**config.mk**
```make
export PLATFORM = sky130hd
export DESIGN_NAME = bcdr_regs
export DESIGN_NICKNAME = d
export VERILOG_FILES = /design/src/verilog/bcdr_pkg.sv /design/src/verilog/bcdr_regs.sv
export SDC_FILE = /design/constraint.sdc
export NUM_CORES = 1
export LEC_CHECK = 0
export BUFFER_PORTS_ARGS = -buffer_cell sky130_fd_sc_hd__clkbuf_2
export CAP_MARGIN = 40
export CORE_MARGIN = 3
export CORE_UTILIZATION = 47
export CTS_CLUSTER_DIAMETER = 150
export DETAILED_ROUTE_END_ITERATION = 12
export PLACE_DENSITY = 0.84
export SYNTH_ARGS = -nofsm -noshare
export SYNTH_HDL_FRONTEND = slang
export SYNTH_SLANG_ARGS = --single-unit
export TNS_END_PERCENT = 100
```
**constraint.sdc**
```tcl
create_clock -name i_clock -period 2.65 [get_ports i_clock]
set_clock_uncertainty 0.1 [all_clocks]
set_input_delay 0.1325 -clock i_clock [delete_from_list [all_inputs] [get_ports i_clock]]
set_output_delay 0.1325 -clock i_clock [all_outputs]
set_load 0.02 [all_outputs]
```
**src/verilog/bcdr_pkg.sv**
```systemverilog
// Package holding register map, field layout and timing constants.
package bcdr_pkg;
	localparam logic [7:0]  DIAG0_OFFSET     = 8'hc0;
	localparam logic [7:0]  DIAG1_OFFSET     = 8'hc4;
	localparam logic [31:0] DIAG0_RESET      = 32'h0000_0000;
	localparam logic [31:0] DIAG1_RESET      = 32'h0012_0108;
	// Register 0 field positions.
	localparam int          D0_THR_VAL_LSB   = 4;
	localparam int          D0_THR_EN_BIT    = 3;
	localparam int          D0_CFG_MEM_BIT   = 2;
	localparam int          D0_RSVD_RW_BIT   = 1;
	// Register 1 field positions.
	localparam int          D1_SEP_LAT_LSB   = 18;
	localparam int          D1_SHR_LAT_LSB   = 15;
	localparam int          D1_RSVD_HI_LSB   = 11;
	localparam int          D1_SUPPRESS_BIT  = 10;
	localparam int          D1_L1_DELAY_LSB  = 6;
	localparam int          D1_L0S_DELAY_LSB = 2;
	localparam int          D1_RSVD_LO_LSB   = 0;
	// Writable masks; all other bits read as zero.
	localparam logic [31:0] DIAG0_WMASK      = 32'h0000_003e;
	localparam logic [31:0] DIAG1_WMASK      = 32'h001f_ffff;
	// Threshold arithmetic, in doublewords.
	localparam logic [9:0]  DEFAULT_LINE_DW  = 10'h008;
	localparam logic [9:0]  THR_ADD_4DW      = 10'h004;
	localparam logic [9:0]  THR_ADD_8DW      = 10'h008;
	localparam logic [9:0]  THR_ADD_12DW     = 10'h00c;
	// Timer ticks converted to 100 ns clock cycles.
	localparam int          CLK_PERIOD_PS    = 100000;
	localparam int          L1_TICK_PS       = 512000;
	localparam int          L0S_TICK_PS      = 16000;
	localparam int          L1_TICK_CYC_I    =
		(L1_TICK_PS + CLK_PERIOD_PS - 1) / CLK_PERIOD_PS;
	localparam int          L0S_TICK_CYC_I   =
		((L0S_TICK_PS + CLK_PERIOD_PS - 1) / CLK_PERIOD_PS) < 1 ? 1 :
		((L0S_TICK_PS + CLK_PERIOD_PS - 1) / CLK_PERIOD_PS);
	localparam logic [3:0]  L1_TICK_CYC      = 4'(L1_TICK_CYC_I);
	localparam logic [3:0]  L0S_TICK_CYC     = 4'(L0S_TICK_CYC_I);

	typedef enum logic [1:0] {
		BCDR_THR_PLUS4  = 2'b00,
		BCDR_THR_PLUS8  = 2'b01,
		BCDR_THR_PLUS12 = 2'b10,
		BCDR_THR_TWO4   = 2'b11
	} bcdr_thr_code_t;

	typedef struct packed {
		logic        wr;
		logic        rd;
		logic [7:0]  addr;
		logic [3:0]  be;
		logic [31:0] wdata;
	} bcdr_cfg_req_t;
endpackage

```
**src/verilog/bcdr_regs.sv**
```systemverilog
// Control and diagnostic registers 0 and 1 with their consumers.
`timescale 1ns/100ps
// Summary of operation
// [RULE1] Threshold code adds 4, 8 or 12 DW to a line, or two lines plus 4.
// [RULE2] An invalid cache line size counts as an 8 DW line.
// [RULE3] Threshold control bit set enables threshold mode; clear by default.
// [RULE4] Config access bit lets config cycles reach memory-mapped registers.
// [RULE5] Register 0 bit 1 is writable reserved, resets 0; software writes 0.
// [RULE6] Register 0 bit 0 and register 1 bits 31:21 read as zero.
// [RULE7] Register 1 bits 14:11 and 1:0 are writable reserved, written zero.
// [RULE8] Separate-clock Advertised_a, default 100b, shown when clock shared.
// [RULE9] Shared-clock Advertised_a, default 100b, shown when clock not shared.
// [RULE10] Suppress bit masks the secondary bus reset; defaults to 0.
// [RULE11] L1 entry delay field counts 512 ns ticks; default 0100b. Code counts 600 ns ticks (6 cycles).
// [RULE12] L0s entry delay field counts 62.5 MHz ticks; default 0010b. Code counts one 100 ns cycle per tick.
// [RULE13] Software should leave register 1 at defaults.
// [RULE14] Fields reset on link reset, global reset or power-on reset.
// [RULE15] Timers restart on activity; request follows expiry while idle.
module bcdr_regs
	import bcdr_pkg::*;
(
	input  wire logic          i_clock,
	input  wire logic          i_sys_rst,
	input  wire logic          i_link_reset_pin,
	input  wire logic          i_global_reset_pin,
	input  wire bcdr_cfg_req_t i_cfg_req,
	input  wire logic          i_shared_clock_config,
	input  wire logic          i_secondary_bus_reset_bit,
	input  wire logic [7:0]    i_cache_line_size,
	input  wire logic          i_link_idle,
	output logic [31:0]        o_cfg_rdata,
	output logic               o_cfg_ack,
	output logic               o_up_buf_thr_en,
	output logic [9:0]         o_up_buf_thr_dw,
	output logic               o_cfg_mem_access_en,
	output logic [2:0]         o_advertised_a,
	output logic               o_secondary_reset,
	output logic               o_l0s_entry_req,
	output logic               o_l1_entry_req
);
	logic [31:0] diag0_r;
	logic [31:0] diag1_r;
	logic [31:0] bemask;
	logic        field_rst;
	logic        line_ok;
	logic [9:0]  line_dw;
	logic [9:0]  thr_nxt;
	logic [31:0] diag0_nxt;
	logic [31:0] diag1_nxt;
	logic [31:0] rdata_nxt;
	logic        wr0_hit;
	logic        wr1_hit;
	logic        rd0_hit;
	logic        rd1_hit;
	logic [7:0]  tmr_cnt_r [2];
	logic [7:0]  tmr_target [2];
	logic        tmr_req_r [2];

	assign field_rst = i_link_reset_pin | i_global_reset_pin; // [RULE14]

	genvar g;
	generate
		for (g = 0; g < 4; g++) begin : g_be
			assign bemask[g*8 +: 8] = {8{i_cfg_req.be[g]}};
		end
	endgenerate

	assign wr0_hit = i_cfg_req.wr && (i_cfg_req.addr == DIAG0_OFFSET);
	assign wr1_hit = i_cfg_req.wr && (i_cfg_req.addr == DIAG1_OFFSET);
	assign rd0_hit = i_cfg_req.rd && (i_cfg_req.addr == DIAG0_OFFSET);
	assign rd1_hit = i_cfg_req.rd && (i_cfg_req.addr == DIAG1_OFFSET);

	// Only writable bits are stored; the masks keep read-only bits at zero.
	always_comb begin
		diag0_nxt = diag0_r;
		if (wr0_hit) begin
			diag0_nxt = (diag0_r & ~(bemask & DIAG0_WMASK)) |
				(i_cfg_req.wdata & bemask & DIAG0_WMASK); // [RULE6]
		end
	end

	always_comb begin
		diag1_nxt = diag1_r;
		if (wr1_hit) begin
			diag1_nxt = (diag1_r & ~(bemask & DIAG1_WMASK)) |
				(i_cfg_req.wdata & bemask & DIAG1_WMASK); // [RULE6] [RULE7]
		end
	end

	// Link and global reset override a write in the same cycle.
	always_ff @(posedge i_clock or posedge i_sys_rst) begin
		if (i_sys_rst) begin
			diag0_r <= DIAG0_RESET;
		end else if (field_rst) begin
			diag0_r <= DIAG0_RESET; // [RULE14]
		end else begin
			diag0_r <= diag0_nxt;
		end
	end

	always_ff @(posedge i_clock or posedge i_sys_rst) begin
		if (i_sys_rst) begin
			diag1_r <= DIAG1_RESET;
		end else if (field_rst) begin
			diag1_r <= DIAG1_RESET; // [RULE14]
		end else begin
			diag1_r <= diag1_nxt;
		end
	end

	// Unmapped offsets read as zero.
	always_comb begin
		rdata_nxt = 32'h0000_0000;
		if (rd0_hit) begin
			rdata_nxt = diag0_r & DIAG0_WMASK; // [RULE6]
		end else if (rd1_hit) begin
			rdata_nxt = diag1_r & DIAG1_WMASK; // [RULE6]
		end
	end

	// Reads and writes both answer one cycle after the request.
	always_ff @(posedge i_clock or posedge i_sys_rst) begin
		if (i_sys_rst) begin
			o_cfg_rdata <= 32'h0000_0000;
			o_cfg_ack   <= 1'b0;
		end else begin
			o_cfg_ack   <= i_cfg_req.rd | i_cfg_req.wr;
			o_cfg_rdata <= rdata_nxt;
		end
	end

	// A cache line size is valid when it is a nonzero power of two.
	assign line_ok = (i_cache_line_size != 8'h00) &&
		((i_cache_line_size & (i_cache_line_size - 8'h01)) == 8'h00);
	assign line_dw = line_ok ? {2'b00, i_cache_line_size}
		: DEFAULT_LINE_DW; // [RULE2]

	always_comb begin
		case (bcdr_thr_code_t'(diag0_r[D0_THR_VAL_LSB +: 2]))
			BCDR_THR_PLUS4:  thr_nxt = line_dw + THR_ADD_4DW; // [RULE1]
			BCDR_THR_PLUS8:  thr_nxt = line_dw + THR_ADD_8DW; // [RULE1]
			BCDR_THR_PLUS12: thr_nxt = line_dw + THR_ADD_12DW; // [RULE1]
			BCDR_THR_TWO4:   thr_nxt = line_dw + line_dw + THR_ADD_4DW; // [RULE1]
			default:         thr_nxt = line_dw + THR_ADD_4DW;
		endcase
	end

	always_ff @(posedge i_clock or posedge i_sys_rst) begin
		if (i_sys_rst) begin
			o_up_buf_thr_en <= 1'b0;
		end else begin
			o_up_buf_thr_en <= diag0_r[D0_THR_EN_BIT]; // [RULE3]
		end
	end

	always_ff @(posedge i_clock or posedge i_sys_rst) begin
		if (i_sys_rst) begin
			o_up_buf_thr_dw <= 10'h000;
		end else begin
			o_up_buf_thr_dw <= thr_nxt; // [RULE1]
		end
	end

	always_ff @(posedge i_clock or posedge i_sys_rst) begin
		if (i_sys_rst) begin
			o_cfg_mem_access_en <= 1'b0;
		end else begin
			o_cfg_mem_access_en <= diag0_r[D0_CFG_MEM_BIT]; // [RULE4]
		end
	end

	always_ff @(posedge i_clock or posedge i_sys_rst) begin
		if (i_sys_rst) begin
			o_advertised_a <= 3'h0;
		end else begin
			o_advertised_a <= i_shared_clock_config
				? diag1_r[D1_SEP_LAT_LSB +: 3] // [RULE8]
				: diag1_r[D1_SHR_LAT_LSB +: 3]; // [RULE9]
		end
	end

	always_ff @(posedge i_clock or posedge i_sys_rst) begin
		if (i_sys_rst) begin
			o_secondary_reset <= 1'b0;
		end else begin
			o_secondary_reset <= i_secondary_bus_reset_bit &
				~diag1_r[D1_SUPPRESS_BIT]; // [RULE10]
		end
	end

	// Entry 0 is the L0s_entry_delay, entry 1 the L1 timer.
	genvar tm;
	generate
		for (tm = 0; tm < 2; tm++) begin : g_tmr
			logic [3:0] delay_field;
			logic [3:0] tick_cyc;
			assign delay_field = (tm == 0) ? diag1_r[D1_L0S_DELAY_LSB +: 4]
				: diag1_r[D1_L1_DELAY_LSB +: 4]; // [RULE11] [RULE12]
			assign tick_cyc = (tm == 0) ? L0S_TICK_CYC : L1_TICK_CYC;
			assign tmr_target[tm] = {4'h0, delay_field} * {4'h0, tick_cyc};

			// The count holds at zero while busy and stops at its target.
			always_ff @(posedge i_clock or posedge i_sys_rst) begin
				if (i_sys_rst) begin
					tmr_cnt_r[tm] <= 8'h00;
				end else if (!i_link_idle) begin
					tmr_cnt_r[tm] <= 8'h00; // [RULE15]
				end else if (tmr_cnt_r[tm] < tmr_target[tm]) begin
					tmr_cnt_r[tm] <= tmr_cnt_r[tm] + 8'h01; // [RULE11] [RULE12]
				end
			end

			// Entry is requested only once the idle count has expired.
			always_ff @(posedge i_clock or posedge i_sys_rst) begin
				if (i_sys_rst) begin
					tmr_req_r[tm] <= 1'b0;
				end else begin
					tmr_req_r[tm] <= i_link_idle &&
						(tmr_cnt_r[tm] >= tmr_target[tm]); // [RULE15]
				end
			end
		end
	endgenerate

	assign o_l0s_entry_req = tmr_req_r[0];
	assign o_l1_entry_req  = tmr_req_r[1];
endmodule // bcdr_regs

```
==> results of run 1 <==
synth_stat cells, types with 2 or more instances:
cell type / instances
a211o_1: 3
a21o_1: 3
a21oi_1: 13
a31oi_1: 2
and2_1: 22
and4b_2: 2
buf_4: 11
buf_6: 4
clkbuf_1: 5
dfrtp_1: 78
dfstp_2: 4
fa_1: 2
ha_1: 20
inv_1: 14
mux2_2: 3
mux2i_1: 33
nand2_1: 17
nand2b_1: 3
nand3_1: 7
nand4_1: 5
nor2_1: 44
nor2b_1: 5
nor3_1: 3
nor4_1: 5
nor4b_1: 3
o211ai_1: 3
o21ai_0: 6
o31ai_1: 2
or2_2: 2
or3_1: 2
xnor2_1: 4
xor2_1: 6
worst paths after layout:
check	endpoint	slack [ps]	depth (start not counted)	from
min in group asynchronous	diag1_r[19]	280	3	i_sys_rst
worst min register to register	o_up_buf_thr_en	330	0	diag0_r[3]
worst max register to register	tmr_cnt_r[5]	-200	11	diag1_r[8]
max in group asynchronous	o_up_buf_thr_dw[3]	1410	4	i_sys_rst
worst max-delay path	tmr_cnt_r[5]	-200	11	diag1_r[8]
worst min-delay path	diag0_r[2]	30	3	i_cfg_req[2]
state kept, by name, summed over array words and instances (netlist names):
signal	flops
o_cfg_rdata	21
o_cfg_mem_access_en	1
diag0_r	5
o_up_buf_thr_dw	10
o_secondary_reset	1
o_cfg_ack	1
o_l1_entry_req	1
diag1_r	21
o_l0s_entry_req	1
tmr_cnt_r	16
o_advertised_a	3
o_up_buf_thr_en	1
final cells by class:
class | instances | area, µm²
flip-flops and latches | 82 | 2057
inverters | 15 | 60.06
fillers | 631 | 2978
clock inverters | 5 | 103.9
clock buffers | 10 | 127.6
repair buffers | 139 | 898.4
well taps | 105 | 131.4
multi-input cells | 258 | 1943
timing repair:
item,CTS,global route
buffers inserted,3,3
hold endpoints to repair,65,0
setup endpoints to repair,9,9
hold buffers,30,0
cloned,0,0
pin swaps,8,7
resized for setup,13,9
stage by stage:
step,utilization,cells
after floorplan,-,377
after global placement,0.5604,563
after detailed placement,0.5604,563
after CTS,0.6333,611
after global routing,0.6412,614
final,0.6412,614
worst max-delay path, stage by stage (launching register included):
cell,delay [ps]
dfstp_2,590
ha_4,210
a21oi_2,150
nor2_1,70
nor2_1,140
xor2_1,170
ha_1,260
a21o_1,170
a211o_4,360
buf_4,160
nor4_4,160
mux2i_1,240
power groups by stage:
| stage | clock [W] | sequential (W) | combinational [W] |
|---|---|---|---|
| 6_report | 0.00106 | 0.00131 | 0.000320 |
| 5_1_grt | 0.00114 | 0.00131 | 0.000354 |
| 4_1_cts | 0.00108 | 0.00130 | 0.000315 |
| 3_5_place_dp | 0 | 0.00133 | 0.000278 |
| 3_3_place_gp | 0 | 0.00133 | 0.000265 |
| 2_1_floorplan | 0 | 0.00134 | 0.000189 |
logic make-up (layout without fill, tap and decap cells):
| group | count (synthesis) | in the layout | synth area share |
|---|---|---|---|
| muxes | 36 | 36 | 0.08946 |
| xor gates and xnor gates | 10 | 10 | 0.02152 |
| other | 1 | 12 | 0.0009213 |
| buffers and inverters | 37 | 169 | 0.05441 |
| and+or+nand+nor | 135 | 135 | 0.1857 |
| adders and majority gates | 22 | 22 | 0.07132 |
| AOI/OAI and AO/OA | 43 | 43 | 0.07132 |
| DFF | 82 | 82 | 0.5054 |
routing by layer:
metal | global-route usage | wire length [µm]
met5 | 0 | 0
met4 | 0.08613 | 215
met3 | 0.04742 | 621
met2 | 0.3502 | 4943
met1 | 0.2356 | 3870
==> flow_metrics.env, run 1 <==
export IMPL_design_die_area_mm2=0.009813
export IMPL_clk_path_buf_depth=2
export IMPL_fin_crit_ps=2854
export IMPL_cap_violations=0
export IMPL_max_vdd_ir_drop_uv=333.2
export IMPL_violations="setup timing"
export IMPL_hold_class="primary input to flip-flop"
export IMPL_syn_instance_count=366
export IMPL_drv_slew=0
export IMPL_tns_ps=-1227
export IMPL_fp_row_count=33
export IMPL_min_period_over_period=1.077
export IMPL_firstDrtPassIters=5
export IMPL_p_int_w=0.002039
export IMPL_critPathMaxFanout=7
export IMPL_finalPower_w=0.002690
export IMPL_crit_arrival_ps=3030
export IMPL_area_growth_pct=30.74
export IMPL_io_pins=112
export IMPL_grt_pass1_vias=3367
export IMPL_detailed_place_area_mm2=0.004651
export IMPL_gp_congestion=0.8233
export IMPL_detail_route_iter0_violations=138
export IMPL_hpwl_um=6681
export IMPL_syn_area_mm2=0.004070
export IMPL_synth_edf_count=0
export IMPL_setup_viol=8
export IMPL_start_util=0.4904
export IMPL_final_common_cell="clkbuf_2"
export IMPL_seqPwrFrac=0.486
export IMPL_synthFlopType="dfrtp_1"
export IMPL_groute_usage_overall=0.2008
export IMPL_viasPerCell=5.228
export IMPL_final_design_area_no_fill_mm2=0.005321
export IMPL_cts_sinks=82
export IMPL_via_count=3210
export IMPL_root_buffer="clkbuf_8"
export IMPL_overflow=0
export IMPL_grt_start_max_net_pins=40
export IMPL_ys_ff_latch=82
export IMPL_async_flop_share=1.000
export IMPL_p_sw_frac=0.2420
export IMPL_place_ws_ps=-170.7
export IMPL_pwr_share_clk=0.395
export IMPL_rsz0062_at_grt="true"
export IMPL_drc_errors=0
export IMPL_cts_buffers=9
export IMPL_cellPowerDensity_mw_per_mm2=505.5
export IMPL_timing_final_ws_setup_ps=-204.0
export IMPL_num_antenna_cells=0
export IMPL_finalWirelength_um=9649
export IMPL_yosys_area_top_type="dfrtp_1"
export IMPL_synth_area_top_cells="dfrtp_1 48%, mux2i_1 8.1%, ha_1 6.1%"
export IMPL_drive_gt1_frac=0.3143
export IMPL_core_area_mm2=0.008299
export IMPL_die_h_um=99.06
export IMPL_synth_top_area_share=0.4796
export IMPL_worstPathRequired_ps=2820
export IMPL_insertion_delay_ps=350
export IMPL_htree_levels=3
export IMPL_tightest_slew_ps=735.5
export IMPL_status="finished with violations"
export IMPL_clk_pin_slew_ps=80
export IMPL_p_comb_frac=0.119
export IMPL_crit_path_end_kind="flip-flop"
export IMPL_timing_fmax_mhz=350.4
export IMPL_fin_nets=588
export IMPL_netlist_cell_type_count=62
export IMPL_ys_seq_area_frac=0.5054
export IMPL_worstSetupStartpointType="flip-flop"
export IMPL_final_cell_mix="88 x clkbuf_2, 78 x dfrtp_1, 44 x nor2_1, 33 x mux2i_1, 30 x dlygate4sd3_1"
export IMPL_p_leak_nw=2.763
export IMPL_grt_pass1_wl_um=15670
export IMPL_postRouteAntennaNets=0
export IMPL_fp_dieW_um=99.06
export IMPL_cts_tree="built"
export IMPL_hold_viol=0
export IMPL_p_switching_w=0.0006511
export IMPL_antenna_found_initial=0
export IMPL_hold_ws_ps=28.67
export IMPL_slew_headroom=0.5087
export IMPL_path_class="flip-flop to flip-flop"
export IMPL_io_buffers=88
export IMPL_yosysWarnings=0
export IMPL_routedWlPerCell_um=15.71
export IMPL_synth_area_per_cell_um2=11.12
No activity file was read; power rests on OpenSTA's default activity.
==> run 2: changes to the inputs <==
--- a/config.mk
+++ b/config.mk
@@ -5,10 +5,11 @@
 export SDC_FILE = /design/constraint.sdc
 export NUM_CORES = 1
 export LEC_CHECK = 0
+export ABC_AREA = 1
 export BUFFER_PORTS_ARGS = -buffer_cell sky130_fd_sc_hd__clkbuf_2
 export CAP_MARGIN = 40
 export CORE_MARGIN = 3
-export CORE_UTILIZATION = 47
+export CORE_UTILIZATION = 48
 export CTS_CLUSTER_DIAMETER = 150
 export DETAILED_ROUTE_END_ITERATION = 12
 export PLACE_DENSITY = 0.84
==> flow_metrics.env, run 2 <==
export IMPL_status="finished, final reports clean"
export IMPL_r2r_setup_slack_ps=10
export IMPL_fp_row_count=33
export IMPL_finalWirelength_um=10070
export IMPL_via_count=3701
export IMPL_die_h_um=100.9
export IMPL_postRouteAntennaNets=0
export IMPL_gp_congestion=0.8565
export IMPL_crit_arrival_ps=2830
export IMPL_cts_sinks=82
export IMPL_num_antenna_cells=0
export IMPL_min_from="i_cfg_req[19]"
export IMPL_area_growth_pct=21.25
export IMPL_firstDrtPassIters=4
export IMPL_async_flop_share=1.000
export IMPL_place_ws_ps=-82.99
export IMPL_grt_pass1_vias=3600
export IMPL_synth_top_area_share=0.4517
export IMPL_core_area_mm2=0.008464
export IMPL_hold_viol=0
export IMPL_fin_crit_ps=2639
export IMPL_max_vdd_ir_drop_uv=314.6
export IMPL_grt_start_max_net_pins=43
export IMPL_groute_usage_overall=0.2050
export IMPL_cap_violations=0
export IMPL_drc_errors=0
export IMPL_io_buffers=88
export IMPL_synthFlopType="dfrtp_1"
export IMPL_ys_ff_latch=82
export IMPL_tightest_slew_ps=722.9
export IMPL_synth_top_family_by_area="simple AND/OR/NAND/NOR gates"
export IMPL_syn_instance_count=487
export IMPL_root_buffer="clkbuf_8"
export IMPL_netlist_cell_type_count=40
export IMPL_finalPower_w=0.002818
export IMPL_io_pins=112
export IMPL_slowest_stage="dfrtp_2"
export IMPL_start_util=0.5106
export IMPL_detail_route_iter0_violations=180
export IMPL_yosys_area_share_simple=0.2331
export IMPL_htree_levels=3
export IMPL_r2r_cells=11
export IMPL_design_die_area_mm2=0.01018
export IMPL_yosysMostFrequentCell="nand2_1"
export IMPL_clk_path_buf_depth=2
export IMPL_viasPerCell=5.310
export IMPL_register_area_mm2=0.002058
export IMPL_reg_top3="diag1_r: 21 flops, o_cfg_rdata: 21 flops, tmr_cnt_r: 16 flops"
export IMPL_fin_nets=670
export IMPL_final_common_cell="clkbuf_2"
export IMPL_synthAdderAreaFrac=0.06717
export IMPL_timing_fmax_mhz=378.9
export IMPL_worstSetupStartpointType="flip-flop"
export IMPL_cellPowerDensity_mw_per_mm2=537.9
export IMPL_holdPathStages=5
export IMPL_synth_xor_xnor_area_share=0.006080
export IMPL_synth_area_per_cell_um2=8.874
export IMPL_hpwl_um=7098
export IMPL_path_class="flip-flop to flip-flop"
export IMPL_timing_final_ws_setup_ps=10.94
export IMPL_ys_top_cells_by_count="85 x nand2_1, 78 x dfrtp_1, 67 x inv_1"
export IMPL_cts_tree="built"
export IMPL_hold_class="primary input to flip-flop"
export IMPL_multi_input_area_mm2=0.001974
export IMPL_cp_cell_sequence="ha_1 > fa_1 > a21oi_2 > ha_1 > inv_1 > nor2_2 > nor3_4 > nand3_2 > o21ai_1 > nand2_1 > nor2_1"
export IMPL_yosys_area_top_type="dfrtp_1"
export IMPL_routedWlPerCell_um=14.45
export IMPL_p_leak_nw=2.698
export IMPL_rsz0062_at_grt="true"
export IMPL_synth_edf_count=0
export IMPL_cp_startpoint="diag1_r[7]"
export IMPL_cp_common_cell="ha_1"
export IMPL_synth_compound_area_frac=0.1155
export IMPL_critPathMaxFanout=4
export IMPL_cp_slowest_stage_delay_ps=460
export IMPL_fp_dieW_um=100.9
export IMPL_ys_seq_area_frac=0.4760
export IMPL_synth_area_top_cells="dfrtp_1 45%, nand2_1 7.4%, inv_1 5.8%"
export IMPL_grt_pass1_wl_um=16640
export IMPL_slew_headroom=0.5176
export IMPL_min_period_over_period=0.9959
export IMPL_hold_ws_ps=16.23
export IMPL_drv_slew=0
export IMPL_drive_gt1_frac=0.2922
export IMPL_antenna_found_initial=0
export IMPL_final_cell_mix="88 x clkbuf_2, 82 x nand2_1, 77 x dfrtp_1, 65 x inv_1, 34 x nand3_1"
export IMPL_cts_buffers=9
export IMPL_num_fill_cells=672
export IMPL_overflow=0
export IMPL_worstPathRequired_ps=2840
export IMPL_setup_viol=0
export IMPL_syn_area_mm2=0.004322
export IMPL_min_to="diag1_r[19]"
export IMPL_worst_r2r_endpoint="tmr_cnt_r[4]"
export IMPL_synthMuxAreaShare=0
export IMPL_crit_path_end_kind="flip-flop"
export IMPL_yosysWarnings=0
export IMPL_reg2reg_from="diag1_r[7]"
export IMPL_insertion_delay_ps=360
export IMPL_clk_pin_slew_ps=90
-- run 2: per-stage QoR --
| step | instance area (µm²) | setup TNS [ps] | cells | util |
|---|---|---|---|---|
| floorplan | 4363 | 0 | 498 | - |
| global placement | 4802 | 0 | 670 | 0.5673 |
| detailed placement | 4802 | -270.5 | 670 | 0.5673 |
| CTS | 5132 | -1.400 | 695 | 0.6064 |
| global route | 5240 | -564.5 | 697 | 0.6191 |
| finish | 5240 | 0 | 697 | 0.6191 |
-- run 2: how the worst max path moves through the flow --
| stage | endpoint | slack [ps] |
|---|---|---|
| floorplan | tmr_cnt_r[3] | 180 |
| global placement | tmr_cnt_r[3] | 80 |
| detailed placement | tmr_cnt_r[3] | -80 |
| CTS | tmr_cnt_r[4] | -1 |
| global route | tmr_cnt_r[7] | -100 |
| finish | tmr_cnt_r[4] | 10 |
-- run 2: logic make-up (layout without fill, tap and decap cells) --
logic type | after synthesis | after routing
flops | 82 | 82
fa+ha+maj | 22 | 22
buf+inv | 95 | 189
xor+xnor | 3 | 3
compound gates | 85 | 85
simple gates | 199 | 199
other cells | 1 | 12
-- run 2: report_power, final --
part           internal (W)  leakage [nW]  switching (W)
Combinational      0.000155          1.49       0.000292
Clock              0.000538         0.106       0.000489
Sequential          0.00130          1.10      0.0000389
-- run 2: area by class of cell --
| cell class | count | share of cell area |
|---|---|---|
| flip-flops and latches | 82 | 0.3928 |
| multi-input cells | 321 | 0.3768 |
| repair buffers | 102 | 0.1108 |
| inverters | 71 | 0.05158 |
| well taps | 105 | 0.02507 |
| clock buffers | 9 | 0.02364 |
| clock inverters | 7 | 0.01934 |
-- run 2: critical path, delay by kind of cell (launching register included) --
family,cells,cell delay [ps]
AND/OR/NAND/NOR,5,610
flip-flops,1,460
adder cells (fa/ha/maj),3,950
AO/OA/AOI/OAI,2,320
buffers and inverters,1,120
-- run 2: metal layers --
layer  wire [µm]  global-route usage  share of wire  vias to the layer above
met4         240             0.08083          0.024                        0
met5           0                   0              0                        -
met1        4213              0.2597           0.42                     1752
met3         747             0.04775          0.074                       25
li1            -                   -              -                     1779
met2        4869              0.3392           0.48                      145
-- run 2: repair_timing --
item	in CTS	in global routing
buffers inserted	0	2
gates resized for setup	4	25
setup endpoints to repair	8	9
hold endpoints to repair	49	0
hold buffers	9	0
pin swaps	1	3
